[config.mk]
export PLATFORM = sky130hd
export DESIGN_NAME = rif_flags
export DESIGN_NICKNAME = d
export VERILOG_FILES = /design/src/verilog/rif_pkg.sv /design/src/verilog/rif_flags.sv
export SDC_FILE = /design/constraint.sdc
export NUM_CORES = 1
export LEC_CHECK = 0
export BUFFER_PORTS_ARGS = -buffer_cell sky130_fd_sc_hd__buf_2
export CAP_MARGIN = 20
export CORE_MARGIN = 2
export CORE_UTILIZATION = 55
export DETAILED_ROUTE_END_ITERATION = 10
export HOLD_SLACK_MARGIN = 0.12
export PLACE_DENSITY_LB_ADDON = 0.3
export SLEW_MARGIN = 20
export SYNTH_ARGS = -nofsm -noshare
export SYNTH_HDL_FRONTEND = slang
export SYNTH_SLANG_ARGS = --single-unit
export TNS_END_PERCENT = 20
[constraint.sdc]
create_clock -name clk_sys -period 1.7 [get_ports clk_sys]
set_input_delay 0.085 -clock clk_sys [delete_from_list [all_inputs] [get_ports clk_sys]]
set_output_delay 0.085 -clock clk_sys [all_outputs]
set_load 0.005 [all_outputs]
[src/verilog/rif_pkg.sv]
// constants for the reader interrupt flag registers
`default_nettype none
package rif_pkg;
	// register data and address widths
	localparam int unsigned DATA_W = 8;
	localparam int unsigned ADDR_W = 8;
	localparam int unsigned MEAS_W = 8;

	// register offsets
	localparam logic [ADDR_W-1:0] OFS_MASK_MAIN  = 8'h14;
	localparam logic [ADDR_W-1:0] OFS_MASK_TIMER = 8'h15;
	localparam logic [ADDR_W-1:0] OFS_MASK_ERR   = 8'h16;
	localparam logic [ADDR_W-1:0] OFS_MAIN       = 8'h17;
	localparam logic [ADDR_W-1:0] OFS_TIMER      = 8'h18;
	localparam logic [ADDR_W-1:0] OFS_ERR        = 8'h19;

	// reset values
	localparam logic [DATA_W-1:0] RST_FLAGS = 8'h00;
	localparam logic [DATA_W-1:0] RST_MASK  = 8'h00;
	localparam logic [DATA_W-1:0] RD_UNMAPPED = 8'h00;

	// main flag register fields
	localparam int unsigned MAIN_OSC = 7;
	localparam int unsigned MAIN_FIFO_LEVEL = 6;
	localparam int unsigned MAIN_RX_START = 5;
	localparam int unsigned MAIN_RX_END = 4;
	localparam int unsigned MAIN_TX_END = 3;
	localparam int unsigned MAIN_COLL = 2;
	localparam int unsigned MAIN_SUM_TIMER = 1;
	localparam int unsigned MAIN_SUM_ERR = 0;
	// main bits cleared by their own read; summary bits are not
	localparam logic [DATA_W-1:0] MAIN_RC_BITS = 8'hfc;

	// timer and field event register fields
	localparam int unsigned TMR_CMD_DONE = 7;
	localparam int unsigned TMR_NRT = 6;
	localparam int unsigned TMR_GPT = 5;
	localparam int unsigned TMR_FIELD_ON = 4;
	localparam int unsigned TMR_FIELD_OFF = 3;
	localparam int unsigned TMR_CA_COLL = 2;
	localparam int unsigned TMR_CA_GUARD = 1;
	localparam int unsigned TMR_RATE = 0;

	// error and wake-up register fields
	localparam int unsigned ERR_CRC = 7;
	localparam int unsigned ERR_PAR = 6;
	localparam int unsigned ERR_SOFT = 5;
	localparam int unsigned ERR_HARD = 4;
	localparam int unsigned ERR_WAKE = 3;
	localparam int unsigned ERR_AMP = 2;
	localparam int unsigned ERR_PHASE = 1;
	localparam int unsigned ERR_CAP = 0;

	// kind of wake-up measurement being reported
	typedef enum logic [1:0] {
		RIF_MEAS_AMP   = 2'h0,
		RIF_MEAS_PHASE = 2'h1,
		RIF_MEAS_CAP   = 2'h3
	} rif_meas_e;
endpackage // rif_pkg
`default_nettype wire

[src/verilog/rif_flags.sv]
// interrupt flag registers, masks and request output of the reader front end
// Functional notes
// - set oscillator-stable main bit 7 once oscillator runs after enable
// - set FIFO level main bit 6 when receive FIFO nearly full
// - set same FIFO level bit when transmit FIFO nearly empty
// - main bit 5 start of receive, bit 4 end receive, bit 3 end transmit
// - main bit 2 set on every detected bit collision
// - main bit 1 summarises pending timer and field flags
// - main bit 0 summarises pending error and wake-up flags
// - reading main clears bits 7 to 2, not the summary bits
// - summary bit clears only on read of its secondary register
// - all flag registers zero after reset and set-default command
// - timer bit 7 command done, bit 6 no-response, bit 5 general timer
// - timer bit 4 field rises above level, bit 3 falls below
// - timer bit 2 external field seen during collision avoidance
// - timer bit 1 field switched on after guard time, none seen
// - timer bit 0 initiator bit rate recognised in target mode
// - reading main also clears both secondary flag registers
// - error bit 5 soft framing error, data intact
// - error bit 4 hard framing error, data corrupted
// - error bit 3 wake timer timeout when every-timeout option selected
// - error bit 2 amplitude differs from reference beyond delta
// - error bit 1 phase differs from reference beyond delta
// - error bit 0 capacitance differs from reference beyond delta
// - mask bit 1 blocks its event from request, default unmasked
//
// The plain strobed port was left to the implementer.
`default_nettype none
module rif_flags (
	input  wire logic                         clk_sys,
	input  wire logic                         rst_b,
	// register port
	input  wire logic [rif_pkg::ADDR_W-1:0]   reg_addr,
	input  wire logic [rif_pkg::DATA_W-1:0]   reg_wdata,
	input  wire logic                         reg_wr,
	input  wire logic                         reg_rd,
	output logic      [rif_pkg::DATA_W-1:0]   reg_rdata,
	// set-default command, one cycle
	input  wire logic                         set_default,
	// oscillator
	input  wire logic                         osc_enable,
	input  wire logic                         osc_running,
	// FIFO and framing
	input  wire logic                         rx_active,
	input  wire logic                         tx_active,
	input  wire logic                         fifo_nearly_full,
	input  wire logic                         fifo_nearly_empty,
	input  wire logic                         rx_start,
	input  wire logic                         rx_end,
	input  wire logic                         tx_end,
	input  wire logic                         bit_collision,
	// timers and field events
	input  wire logic                         cmd_done,
	input  wire logic                         nrt_expired,
	input  wire logic                         gpt_expired,
	input  wire logic                         ext_field_async,
	input  wire logic                         ca_field_seen,
	input  wire logic                         ca_guard_done,
	input  wire logic                         target_rate_found,
	// receive errors
	input  wire logic                         crc_error,
	input  wire logic                         parity_error,
	input  wire logic                         soft_framing_error,
	input  wire logic                         hard_framing_error,
	// wake-up
	input  wire logic                         wake_timeout,
	input  wire logic                         wake_irq_every,
	input  wire logic                         meas_valid,
	input  wire logic [1:0]                   meas_kind,
	input  wire logic [rif_pkg::MEAS_W-1:0]   meas_value,
	input  wire logic [rif_pkg::MEAS_W-1:0]   meas_ref,
	input  wire logic [rif_pkg::MEAS_W-1:0]   meas_delta,
	// interrupt request
	output logic                              irq
);

	localparam int unsigned DW = rif_pkg::DATA_W;
	localparam int unsigned MW = rif_pkg::MEAS_W;

	// flag registers and their next values
	logic [DW-1:0] main_q;
	logic [DW-1:0] main_d;
	logic [DW-1:0] timer_q;
	logic [DW-1:0] timer_d;
	logic [DW-1:0] err_q;
	logic [DW-1:0] err_d;

	// software written masks
	logic [DW-1:0] mask_main_q;
	logic [DW-1:0] mask_timer_q;
	logic [DW-1:0] mask_err_q;

	// events arriving this cycle
	logic [DW-1:0] main_set;
	logic [DW-1:0] timer_set;
	logic [DW-1:0] err_set;

	// read decodes, one per flag register
	logic          rd_main;
	logic          rd_timer;
	logic          rd_err;

	// field synchroniser and level history
	logic          field_meta_q;
	logic          field_sync_q;
	logic          field_prev_q;
	logic          osc_prev_q;
	logic          fifo_cond;
	logic          fifo_prev_q;

	// wake-up measurement compare and read data
	logic [MW-1:0] meas_diff;
	logic          meas_over;
	logic [DW-1:0] rdata_d;

	// read strobes of the three flag registers
	assign rd_main  = reg_rd && (reg_addr == rif_pkg::OFS_MAIN);
	assign rd_timer = reg_rd && (reg_addr == rif_pkg::OFS_TIMER);
	assign rd_err   = reg_rd && (reg_addr == rif_pkg::OFS_ERR);

	// field detector is analog, so it is synchronised first
	always_ff @(posedge clk_sys or negedge rst_b) begin
		if (!rst_b) begin
			field_meta_q <= 1'b0;
			field_sync_q <= 1'b0;
		end else begin
			field_meta_q <= ext_field_async;
			field_sync_q <= field_meta_q;
		end
	end

	// previous levels for edge detection
	always_ff @(posedge clk_sys or negedge rst_b) begin
		if (!rst_b) begin
			field_prev_q <= 1'b0;
			osc_prev_q   <= 1'b0;
			fifo_prev_q  <= 1'b0;
		end else begin
			field_prev_q <= field_sync_q;
			osc_prev_q   <= osc_running && osc_enable;
			fifo_prev_q  <= fifo_cond;
		end
	end

	// water level is a level; flag only on its rising edge so a read
	// is not immediately undone while the level stays
	// receive nearly full or transmit nearly empty
	assign fifo_cond = (rx_active && fifo_nearly_full) ||
		(tx_active && fifo_nearly_empty);

	// absolute difference of measurement and its reference
	always_comb begin
		if (meas_value >= meas_ref) begin
			meas_diff = meas_value - meas_ref;
		end else begin
			meas_diff = meas_ref - meas_value;
		end
	end
	// strictly larger than delta counts as a change
	assign meas_over = meas_valid && (meas_diff > meas_delta);

	// main register set terms
	always_comb begin
		main_set = '0;
		main_set[rif_pkg::MAIN_OSC] = osc_running && osc_enable && !osc_prev_q;
		main_set[rif_pkg::MAIN_FIFO_LEVEL] = fifo_cond && !fifo_prev_q;
		main_set[rif_pkg::MAIN_RX_START] = rx_start;
		main_set[rif_pkg::MAIN_RX_END]   = rx_end;
		main_set[rif_pkg::MAIN_TX_END]   = tx_end;
		main_set[rif_pkg::MAIN_COLL] = bit_collision;
		// timer summary follows new timer flags
		main_set[rif_pkg::MAIN_SUM_TIMER] = |timer_set;
		// error summary follows new error flags
		main_set[rif_pkg::MAIN_SUM_ERR] = |err_set;
	end

	// timer and field register set terms
	always_comb begin
		timer_set = '0;
		timer_set[rif_pkg::TMR_CMD_DONE] = cmd_done;
		timer_set[rif_pkg::TMR_NRT]      = nrt_expired;
		timer_set[rif_pkg::TMR_GPT]      = gpt_expired;
		timer_set[rif_pkg::TMR_FIELD_ON]  = field_sync_q && !field_prev_q;
		timer_set[rif_pkg::TMR_FIELD_OFF] = !field_sync_q && field_prev_q;
		timer_set[rif_pkg::TMR_CA_COLL] = ca_field_seen;
		// own field on after guard time
		timer_set[rif_pkg::TMR_CA_GUARD] = ca_guard_done;
		timer_set[rif_pkg::TMR_RATE] = target_rate_found;
	end

	// error and wake-up register set terms
	always_comb begin
		err_set = '0;
		err_set[rif_pkg::ERR_CRC] = crc_error;
		err_set[rif_pkg::ERR_PAR] = parity_error;
		err_set[rif_pkg::ERR_SOFT] = soft_framing_error;
		err_set[rif_pkg::ERR_HARD] = hard_framing_error;
		err_set[rif_pkg::ERR_WAKE] = wake_timeout && wake_irq_every;
		err_set[rif_pkg::ERR_AMP] = meas_over &&
			(meas_kind == rif_pkg::RIF_MEAS_AMP);
		err_set[rif_pkg::ERR_PHASE] = meas_over &&
			(meas_kind == rif_pkg::RIF_MEAS_PHASE);
		err_set[rif_pkg::ERR_CAP] = meas_over &&
			(meas_kind == rif_pkg::RIF_MEAS_CAP);
	end

	// next flag values: an event in the clearing cycle survives
	always_comb begin
		main_d = main_q;
		// own read clears event bits only
		if (rd_main) begin
			main_d = main_q & ~rif_pkg::MAIN_RC_BITS;
		end
		if (rd_timer) begin
			main_d[rif_pkg::MAIN_SUM_TIMER] = 1'b0;
		end
		if (rd_err) begin
			main_d[rif_pkg::MAIN_SUM_ERR] = 1'b0;
		end
		main_d = main_d | main_set;
	end

	always_comb begin
		timer_d = timer_q;
		if (rd_timer || rd_main) begin
			timer_d = rif_pkg::RST_FLAGS;
		end
		timer_d = timer_d | timer_set;
	end

	always_comb begin
		err_d = err_q;
		if (rd_err || rd_main) begin
			err_d = rif_pkg::RST_FLAGS;
		end
		err_d = err_d | err_set;
	end

	// main flag register
	always_ff @(posedge clk_sys or negedge rst_b) begin
		if (!rst_b) begin
			main_q <= rif_pkg::RST_FLAGS;
		end else if (set_default) begin
			main_q <= rif_pkg::RST_FLAGS;
		end else begin
			main_q <= main_d;
		end
	end

	// timer and field flag register
	always_ff @(posedge clk_sys or negedge rst_b) begin
		if (!rst_b) begin
			timer_q <= rif_pkg::RST_FLAGS;
		end else if (set_default) begin
			timer_q <= rif_pkg::RST_FLAGS;
		end else begin
			timer_q <= timer_d;
		end
	end

	// error and wake-up flag register; set-default wins over a late event
	always_ff @(posedge clk_sys or negedge rst_b) begin
		if (!rst_b) begin
			err_q <= rif_pkg::RST_FLAGS;
		end else if (set_default) begin
			err_q <= rif_pkg::RST_FLAGS;
		end else begin
			err_q <= err_d;
		end
	end

	// mask registers, software written
	always_ff @(posedge clk_sys or negedge rst_b) begin
		if (!rst_b) begin
			mask_main_q  <= rif_pkg::RST_MASK;
			mask_timer_q <= rif_pkg::RST_MASK;
			mask_err_q   <= rif_pkg::RST_MASK;
		end else if (set_default) begin
			mask_main_q  <= rif_pkg::RST_MASK;
			mask_timer_q <= rif_pkg::RST_MASK;
			mask_err_q   <= rif_pkg::RST_MASK;
		end else if (reg_wr) begin
			case (reg_addr)
				rif_pkg::OFS_MASK_MAIN: begin
					// summary positions have no mask and read zero
					mask_main_q <= reg_wdata & rif_pkg::MAIN_RC_BITS;
				end
				rif_pkg::OFS_MASK_TIMER: begin
					mask_timer_q <= reg_wdata;
				end
				rif_pkg::OFS_MASK_ERR: begin
					mask_err_q <= reg_wdata;
				end
				default: begin
				end
			endcase
		end
	end

	// read data mux; flag reads return the value before clearing
	always_comb begin
		case (reg_addr)
			rif_pkg::OFS_MASK_MAIN: begin
				rdata_d = mask_main_q;
			end
			rif_pkg::OFS_MASK_TIMER: begin
				rdata_d = mask_timer_q;
			end
			rif_pkg::OFS_MASK_ERR: begin
				rdata_d = mask_err_q;
			end
			rif_pkg::OFS_MAIN: begin
				rdata_d = main_q;
			end
			rif_pkg::OFS_TIMER: begin
				rdata_d = timer_q;
			end
			rif_pkg::OFS_ERR: begin
				rdata_d = err_q;
			end
			default: begin
				rdata_d = rif_pkg::RD_UNMAPPED;
			end
		endcase
	end

	// read data stands only in the cycle after the strobe
	always_ff @(posedge clk_sys or negedge rst_b) begin
		if (!rst_b) begin
			reg_rdata <= rif_pkg::RD_UNMAPPED;
		end else if (reg_rd) begin
			reg_rdata <= rdata_d;
		end else begin
			reg_rdata <= rif_pkg::RD_UNMAPPED;
		end
	end

	// request from registered flags; summary bits carry no mask of
	// their own, the secondary masks already decide for them
	always_ff @(posedge clk_sys or negedge rst_b) begin
		if (!rst_b) begin
			irq <= 1'b0;
		end else begin
			irq <= |(main_q & rif_pkg::MAIN_RC_BITS & ~mask_main_q) ||
				|(timer_q & ~mask_timer_q) ||
				|(err_q & ~mask_err_q);
		end
	end

endmodule // rif_flags
`default_nettype wire

* Word level (Yosys, flattened, before mapping)
Index checks and enable logic that the tools add are counted.
** Cells by class
- Add/sub/neg operators :: 2
- Order comparisons :: 2
- Eq/ne operators :: 8
- Muxes and demuxes :: 20
- Bitwise logic cells :: 9
- Reductions and logical operators :: 37
** Operators with widths (count)
- $mux 8 :: 17
- $eq 8x5->1 const B :: 6
- $pmux 8 s6 :: 1
- $reduce_or 8->1 :: 5
- $and 8x8->8 :: 3
- $not 8->8 :: 3
- $or 8x8->8 :: 3
- $sub 8x8->8 :: 2
- $logic_and 1x1->1 :: 15
- $ge 8x8->1 :: 1
- $gt 8x8->1 :: 1
- $reduce_bool 2->1 :: 4
- $reduce_and 2->1 :: 3
- $logic_or 1x1->1 :: 5
- $logic_not 1->1 :: 4
- $eq 2x1->1 const B :: 1
- $eq 2x2->1 const B :: 1
- $logic_not 2->1 :: 1
- $mux 1 :: 2
** Storage, ports and cells
- Flip-flop bits (word level) :: 62
- Bits of input ports :: 71
- Word-level logic and storage cells :: 91

* Depth between registers and ports, before layout
Gate-level depths: netlist (run 1).
- Word-level depth :: 8
- Mapped depth :: 17
- Gate-level depth less buffers :: 17

* Least setup slack after synthesis (run 1)
OpenSTA, ideal clock, no wires.
- Kind :: input to register
- From :: in meas_value[0] (netlist bit)
- To :: reg err_q[2]
- Setup time :: 110 ps
- Data arrival time :: 2745 ps
- Data required time :: 1590 ps
- Setup slack :: -1155 ps
- Stages on the path :: 16
- Path buffers :: 0
- Cell sequence :: inv_1 -> ha_1 -> inv_1 -> fa_1 -> a21o_1 -> nand2_1 -> a31oi_1 -> nor2_2 -> mux2i_1 -> xor2_1 -> ha_1 -> nand4_1 -> o21ai_0 -> or2_2 -> o31a_1 -> o41ai_1
** Between the ends
- Cells in the longest elaborated chain, start to end :: 7
- Elaborated cells between the ends (all ways) :: 9
** RTL lines
- from (decl) :: line rif_flags.sv:70 : input wire logic [rif_pkg::MEAS_W-1:0] meas_value,
- $sub 8x8->8 (tied with other cells) :: line rif_flags.sv:156 : meas_diff = meas_ref - meas_value;
- $mux 8 * :: line rif_flags.sv:153 : if (meas_value >= meas_ref) begin
- $gt 8x8->1 * :: line rif_flags.sv:160 : assign meas_over = meas_valid && (meas_diff > meas_delta);
- $logic_and 1x1->1 * :: line rif_flags.sv:160
- $logic_and 1x1->1 * :: line rif_flags.sv:199 : err_set[rif_pkg::ERR_AMP] = meas_over &&
- $or 8x8->8 * :: line rif_flags.sv:236 : err_d = err_d | err_set;
- $mux 8 * :: line rif_flags.sv:265 : end else if (set_default) begin
- to (signal assigned) :: line rif_flags.sv:264 : err_q <= rif_pkg::RST_FLAGS;
- to (signal assigned) :: line rif_flags.sv:266 : err_q <= rif_pkg::RST_FLAGS;
- to (signal assigned) :: line rif_flags.sv:268 : err_q <= err_d;
- to (decl) :: line rif_flags.sv:85 : logic [DW-1:0] err_q;
Mark *: on every way between the ends. The rest lies on a longest branch, timed or not.
A chain may end at the register's enable or synchronous reset.

* Final worst setup path (run 1)
- From :: in meas_value[0] (netlist bit)
- To :: reg main_q[0]
** Between the ends
- Cells in the longest elaborated chain, start to end :: 8
- Elaborated cells between the ends (all ways) :: 12
** RTL lines
- $sub 8x8->8 (tied with other cells) :: line rif_flags.sv:156
- $mux 8 * :: line rif_flags.sv:153
- $gt 8x8->1 * :: line rif_flags.sv:160
- $logic_and 1x1->1 * :: line rif_flags.sv:160
- $logic_and 1x1->1, on equally long branches :: line rif_flags.sv:203, rif_flags.sv:199, rif_flags.sv:201
- $reduce_or 8->1 * :: line rif_flags.sv:174 : main_set[rif_pkg::MAIN_SUM_ERR] = |err_set;
- $or 8x8->8 * :: line rif_flags.sv:220 : main_d = main_d | main_set;
- $mux 8 * :: line rif_flags.sv:243 : end else if (set_default) begin
- to (signal assigned) :: line rif_flags.sv:242 : main_q <= rif_pkg::RST_FLAGS;
- to (signal assigned) :: line rif_flags.sv:244 : main_q <= rif_pkg::RST_FLAGS;
- to (signal assigned) :: line rif_flags.sv:246 : main_q <= main_d;
- to (decl) :: line rif_flags.sv:81 : logic [DW-1:0] main_q;
Marked as above.

==> run_results.csv, run 1 <==
group,metric,value,unit
setup_path,cp_slowest_stage_delay,330,ps
layout,regArea,0.001501,mm2
drt,first_pass_iters,5,
yosys,yosys_register_bits,60,
layout,drive_gt1_share,31.80,%
global_route,grt_start_max_net_pins,61,
setup_path,cpMostUsedCell,"buf_4",
layout,diodes,0,
setup_path,crit_fanout,6,
drt,drcViolationCount,0,
power_and_ir_drop,p_sw,1.068,mW
timing,timing_worst_slew_pin_value,573.1,ps
timing,rsz0062_at_grt,"true",
drt,dr_total_vias,3715,
floorplanning,dieArea,0.007559,mm2
setup_path,path_class,"primary input to flip-flop",
floorplanning,core,0.006719,mm2
setup_path,cp.required,1940,ps
yosys,syn_area_per_cell,9.342,um2
run_status,outcome,"complete, but fails checks",
layout,syn_to_final_growth,39.25,%
power_and_ir_drop,power.leakage,2.701,nW
timing,fin_crit_sh,168.2,%
timing,relSlewSlack,61.53,%
setup_path,crit_buf_inv,6,
layout,multi_input_area,0.002086,mm2
yosys,netlist-cell-type-count,55,
setup_path,worstPathCellList,"buf_8 -> inv_4 -> ha_4 -> inv_2 -> fa_2 -> a21o_1 -> nand2_2 -> a31oi_1 -> nor2_2 -> buf_6 -> mux2i_2 -> xor2_1 -> ha_1 -> nand4_1 -> o21ai_2 -> buf_4 -> o31a_1 -> buf_4 -> a211oi_2",
timing,setup_ws,-1160,ps
floorplanning,io_pins,80,
power_and_ir_drop,power_density,702.4,mW/mm2
global_route,gr-total-overflow,0,
cts,path_clk_slew,70,ps
run_status,failed_checks,"setup timing",
cts,cts.htree.levels,3,
power_and_ir_drop,comb_power_share,24.4,%
layout,finalInstanceArea,0.005269,mm2
cts,clock-sinks,60,
timing,max_freq,349.6,MHz
global_route,grt_pass1_vias,3594,
yosys,synth_nets,503,
layout,finalCoreUtilization,78.42,%
flow_run,maxCapViolations,0,
floorplanning,fp-row-count,30,
power_and_ir_drop,switching_share,28.86,%
drt,dr.first_iter.drc_count,309,
place,dp_hpwl,7647,um
setup_path,crit_slowest_cell,"fa_2",
cts,numCtsBuffers,9,
power_and_ir_drop,irDropWorstVdd,0.4027,mV
cts,clock_latency,340,ps
place,gp_congestion,0.9514,
timing,final_hold_viol_count,0,
cts,clock_path_buffers,2,
place,port_buffers,79,
power_and_ir_drop,clockPowerShare,34.5,%
setup_path,start_kind,"primary input",
power_and_ir_drop,seqPwrFrac,41.1,%
global_route,grt_pass1_wl,16970,um
timing,finalCriticalPeriod,2860,ps
yosys,ys_async_sr_fraction,100.0,%
drt,ant_nets,0,
layout,layout_common_cells,"buf_2, dfrtp_1, nor2_1",
floorplanning,initial_core_util,56.31,%
global_route,grt_use_total,28.97,%
cts,cts.root.buffer_cell,"clkbuf_8",
floorplanning,die_w,86.94,um
layout,fin_nets,659,
yosys,yosys_most_used_dff,"dfrtp_1",
global_route,antenna_found_initial,0,
drt,vias_per_cell,5.751,
setup_path,arrival,3110,ps
floorplanning,die_y,86.94,um
drt,wirelength,10740,um
yosys,syn-instance-count,405,
drt,wl_per_cell,16.62,um
yosys,yosysWarnings,0,
worst_hold_path,hold_class,"primary input to flip-flop",
yosys,synth_area,0.003784,mm2
setup_path,crit_family,"compound AO/OA/AOI/OAI gates",
timing,setup_violations,4,
layout,fill_cells,441,
power_and_ir_drop,internal_power,2.633,mW
timing,finalClockSkew,9.710,ps
timing,slew_viol_final,0,
power_and_ir_drop,power.total,3.701,mW
yosys,yosysSeqAreaShare,39.68,%
yosys,synth_edf_count,0,
setup_path,critPathCaptureType,"flip-flop",
layout,layout_commonest_cell,"buf_2",
cts,cts_tree,"done",
place,placedInstanceArea,0.004609,mm2
timing,tns,-4463,ps
cell families after synthesis:
family | Yosys count | synth area share, %
AND/OR/NAND/NOR | 111 | 15.48
AO/OA/AOI/OAI | 95 | 16.17
buffers and inverters | 69 | 7.705
flip-flops | 60 | 39.68
multiplexers | 38 | 10.48
adder cells (fa/ha/maj) | 27 | 9.325
XOR/XNOR | 5 | 1.158
power groups by stage:
| stage | registers [mW] | logic [mW] | clock network, mW |
|---|---|---|---|
| floorplan | 1.53 | 0.421 | 0 |
| CTS | 1.52 | 0.846 | 1.29 |
| detailed placement | 1.54 | 0.750 | 0 |
| global placement | 1.54 | 0.721 | 0 |
| global route | 1.52 | 0.992 | 1.37 |
| finish | 1.52 | 0.904 | 1.28 |
state kept, by name (all words and copies together) (netlist names):
name and count:
err_q 8, field_meta_q 1, field_prev_q 1, field_sync_q 1, fifo_prev_q 1, irq 1
main_q 8, mask_err_q 8, mask_main_q 6, mask_timer_q 8, osc_prev_q 1, reg_rdata 8
timer_q 8
cells in the mapped netlist (all sizes together) (2+ instances only):
cell type | instances | area share (%)
xor2 | 2 | 0.46
o21a | 4 | 0.79
a22oi | 12 | 2.4
nand2b | 2 | 0.33
nand4 | 3 | 0.50
dfrtp | 60 | 40
nand3b | 8 | 1.7
o21ai | 14 | 1.9
a21oi | 29 | 3.8
and3 | 3 | 0.53
nor3b | 3 | 0.60
clkbuf | 11 | 1.1
a211oi | 4 | 0.79
a21o | 6 | 1.2
nor2b | 4 | 0.66
nand3 | 6 | 0.79
a221oi | 7 | 1.6
nor4b | 2 | 0.86
and3b | 2 | 0.46
o22ai | 7 | 1.2
mux2i | 34 | 9.0
a31oi | 6 | 0.99
or4 | 3 | 0.60
fa | 2 | 1.1
xnor2 | 3 | 0.69
and2 | 5 | 0.93
buf | 7 | 1.6
ha | 25 | 8.3
inv | 51 | 5.1
nor3 | 2 | 0.26
mux2 | 3 | 0.89
nor2 | 51 | 5.1
nand2 | 13 | 1.4
worst paths after layout:
| kind | startpoint | endpoint | slack (ps) | cells after the start |
|---|---|---|---|---|
| worst max-delay path | meas_value[0] | main_q[0] | -1160 | 19 |
| worst min-delay path | osc_running | main_q[7] | 160 | 4 |
| worst max register to register | err_q[6] | irq | 90 | 5 |
| worst min register to register | field_meta_q | field_sync_q | 360 | 0 |
| max in group asynchronous | rst_b | mask_timer_q[4] | 1160 | 3 |
| min in group asynchronous | rst_b | reg_rdata[1] | 280 | 3 |
through the flow:
stage	std cells	hold WS (ps)	worst slack, ps
final	646	164.0	-1160
after floorplan	405	-210.6	-1156
after global routing	646	168.1	-1346
after detailed placement	595	111.7	-1501
after CTS	644	147.7	-1045
after global placement	595	107.8	-1353
final cells by class:
cell class,instances,area share (%)
Tap cell,80,1.900
Sequential cell,60,28.50
Inverter,51,3.681
Multi-Input combinational cell,276,39.59
Timing Repair Buffer,163,22.56
Clock inverter,7,1.425
Clock buffer,9,2.351
per-layer routing:
| layer | up-vias | share of wire, % | track usage (%) |
|---|---|---|---|
| met5 | - | 0 | 0 |
| met4 | 0 | 2.1 | 8.949 |
| met3 | 25 | 6.0 | 4.645 |
| met2 | 164 | 50 | 50.38 |
| met1 | 1802 | 42 | 36.94 |
| li1 | 1724 | - | - |
tightest hold or removal path, delay by kind of cell:
kind | cells | cell delay (ps)
buf+inv | 1 | 80
simple gates | 2 | 240
compound gates | 1 | 70
timing repair:
| action | 4_1_cts | 5_1_grt |
|---|---|---|
| hold buffers | 33 | 0 |
| endpoints found under the hold margin | 109 | 0 |
| pin swaps | 14 | 14 |
| setup buffers | 0 | 2 |
| gates resized for setup | 16 | 12 |
| endpoints found under the setup margin | 4 | 4 |
No activity file was read; power rests on OpenSTA's default activity.
==> inputs of run 2 (changes only) <==
Settings changed: ABC_AREA set to 1, CTS_CLUSTER_SIZE set to 24.
==> run 2 against run 1 <==
Effect of this change:
- highest routed layer unchanged
- largest power group unchanged
- critical endpoint unchanged
- clock power grew 12%
- the flow still finishes with violations (setup timing)
- utilization shrank 1.6 points
- non-clock buffer count shrank 12
- synthesized cell count grew 31%
==> run_results.csv, run 2 <==
group,metric,value,unit
setup_path,path_class,"primary input to flip-flop",
global_route,antenna_found_initial,0,
setup_path,reg2reg_slack,360,ps
layout,finalInstanceArea,0.005479,mm2
setup_path,critPathCaptureType,"flip-flop",
layout,finalCoreUtilization,76.77,%
cts,numCtsBuffers,9,
place,place_ws,-912.8,ps
place,dp_hpwl,7793,um
layout,multi_input_area,0.002223,mm2
layout,drive_gt1_share,28.13,%
setup_path,cp.required,1930,ps
power_and_ir_drop,irDropWorstVdd,0.3603,mV
yosys,yosys_register_bits,60,
place,port_buffers,79,
layout,fin_nets,779,
yosys,synthTopCellsByCount,"nand2_1, inv_1, dfrtp_1",
yosys,yosys.area.top_type_share,37.74,%
global_route,grt_pass1_wl,16950,um
floorplanning,io_pins,80,
yosys,yosysMostFrequentCell,"nand2_1",
yosys,synth_edf_count,0,
yosys,syn_area_per_cell,7.507,um2
yosys,ys_async_sr_fraction,100.0,%
yosys,yosys_most_used_dff,"dfrtp_1",
timing,rsz0062_at_grt,"true",
timing,slew_viol_final,0,
drt,vias_per_cell,5.182,
run_status,outcome,"complete, but fails checks",
power_and_ir_drop,power.total,4.054,mW
setup_path,arrival,2340,ps
floorplanning,initial_core_util,55.75,%
global_route,grt_pass1_vias,3886,
cts,cts.htree.levels,3,
timing,tns,-1487,ps
drt,wl_per_cell,13.49,um
global_route,grt_use_total,27.71,%
flow_run,maxCapViolations,0,
drt,drcViolationCount,0,
drt,first_pass_iters,5,
cts,clock-sinks,60,
layout,syn_to_final_growth,37.70,%
cts,clock_latency,340,ps
yosys,syn-instance-count,530,
floorplanning,core,0.007137,mm2
yosys,netlist-cell-type-count,41,
global_route,gr-total-overflow,0,
timing,relSlewSlack,62.97,%
layout,fill_cells,539,
worst_hold_path,holdPathStages,4,
power_and_ir_drop,power.leakage,2.856,nW
setup_path,ff2ff_path_depth,5,
global_route,grt_start_max_net_pins,61,
timing,setup_ws,-410.4,ps
timing,finalCriticalPeriod,2110,ps
drt,dr.first_iter.drc_count,362,
layout,layout_common_cells,"nand2_1, inv_1, buf_2",
drt,dr_total_vias,4068,
place,gp_congestion,1.011,
layout,regArea,0.001501,mm2
cts,cts_tree,"done",
yosys,synthTopCellsByArea,"dfrtp_1, nand2_1, inv_1",
timing,fin_crit_sh,124.1,%
timing,final_hold_viol_count,0,
run_status,failed_checks,"setup timing",
power_and_ir_drop,power_density,739.9,mW/mm2
yosys,yosysWarnings,0,
drt,wirelength,10590,um
yosys,yosysSeqAreaShare,37.74,%
setup_path,crit_fanout,5,
drt,ant_nets,0,
floorplanning,dieArea,0.007931,mm2
place,dp.cells,732,
timing,setup_violations,5,
cts,cts.root.buffer_cell,"clkbuf_8",
place,placedInstanceArea,0.004756,mm2
yosys,synth_area,0.003979,mm2
worst_hold_path,hold_class,"primary input to flip-flop",
timing,max_freq,473.9,MHz
layout,diodes,0,
layout,layout_commonest_cell,"nand2_1",
setup_path,start_kind,"primary input",
layout,finalNonFillerCells,785,
floorplanning,die_w,89.06,um
cts,clock_path_buffers,2,
timing,hold_ws,182.1,ps
floorplanning,fp-row-count,31,
cts,path_clk_slew,70,ps
yosys,synth_top_area_cell,"dfrtp_1",
yosys,synth_nets,628,
floorplanning,die_y,89.06,um
timing,timing_worst_slew_pin_value,554.2,ps
timing,finalClockSkew,8.725,ps
==> run 2: cell count changes after synthesis, moves of 7 or more <==
cell / change
nand2_1: +130
nor2_1: -18
nand3b_1: -7
o21ai_2: +8
a221oi_1: -7
clkbuf_1: -9
a22oi_1: -12
nand3_1: +28
inv_1: +35
o21ai_1: +15
mux2i_1: -34
==> run 2: worst max-delay path, stage by stage <==
cell,delay (ps)
buf_12,110
inv_12,40
ha_4,120
inv_2,40
fa_2,340
nand2_2,90
nand2_2,70
nand2_2,100
nand3_4,120
buf_6,150
nand2_1,50
nand2_1,50
inv_1,90
ha_4,210
a21o_1,170
nor2_1,100
nand2_2,100
nand3_2,100
nand3_2,60
nand2_1,60
inv_1,50
==> run 2: where the power goes <==
part           leakage (nW)  switching (mW)  internal, mW
Combinational          1.97           0.547         0.476
Sequential            0.772          0.0769          1.51
Clock                 0.110           0.605         0.835
Total                  2.86            1.23          2.82
==> run 2: cell type report <==
type                            instances  area share [%]
Timing Repair Buffer                  151           19.37
Clock buffer                            9           2.261
Inverter                               89           6.326
Multi-Input combinational cell        370           40.58
Tap cell                               99           2.261
Sequential cell                        60           27.40
Clock inverter                          7           1.804
==> run 2: kinds of logic (layout without fill, tap and decap cells) <==
logic type | count (synthesis) | count (layout) | synth area share [%]
AND/OR/NAND/NOR | 238 | 238 | 26.86
AO/OA/AOI/OAI | 101 | 101 | 15.50
buffers and inverters | 100 | 256 | 10.16
flip-flops | 60 | 60 | 37.74
adder cells (fa/ha/maj) | 27 | 27 | 8.868
XOR/XNOR | 4 | 4 | 0.8807
==> run 2: worst paths after layout <==
kind                               startpoint      endpoint
worst min register to register   field_meta_q  field_sync_q
worst max-delay path            meas_value[0]     main_q[0]
worst max register to register   field_sync_q     main_q[1]
worst min-delay path                tx_active     main_q[6]
min in group asynchronous               rst_b    osc_prev_q
max in group asynchronous               rst_b           irq
==> run 2: metal layers <==
| metal | part of all wire [%] | global-route usage, % | routed length [um] |
|---|---|---|---|
| met1 | 40 | 33.69 | 4244 |
| met2 | 51 | 48.91 | 5398 |
| met3 | 6.6 | 5.448 | 704 |
| met4 | 2.3 | 10.04 | 240 |
| met5 | 0 | 0 | 0 |
==> run 2: what timing repair did <==
item                                    CTS  global route
setup buffers                             1             0
pin swaps                                10             9
resized for setup                        25             7
hold buffers                             36             0
endpoints found under the setup margin    4             7
hold endpoints to repair                105             0
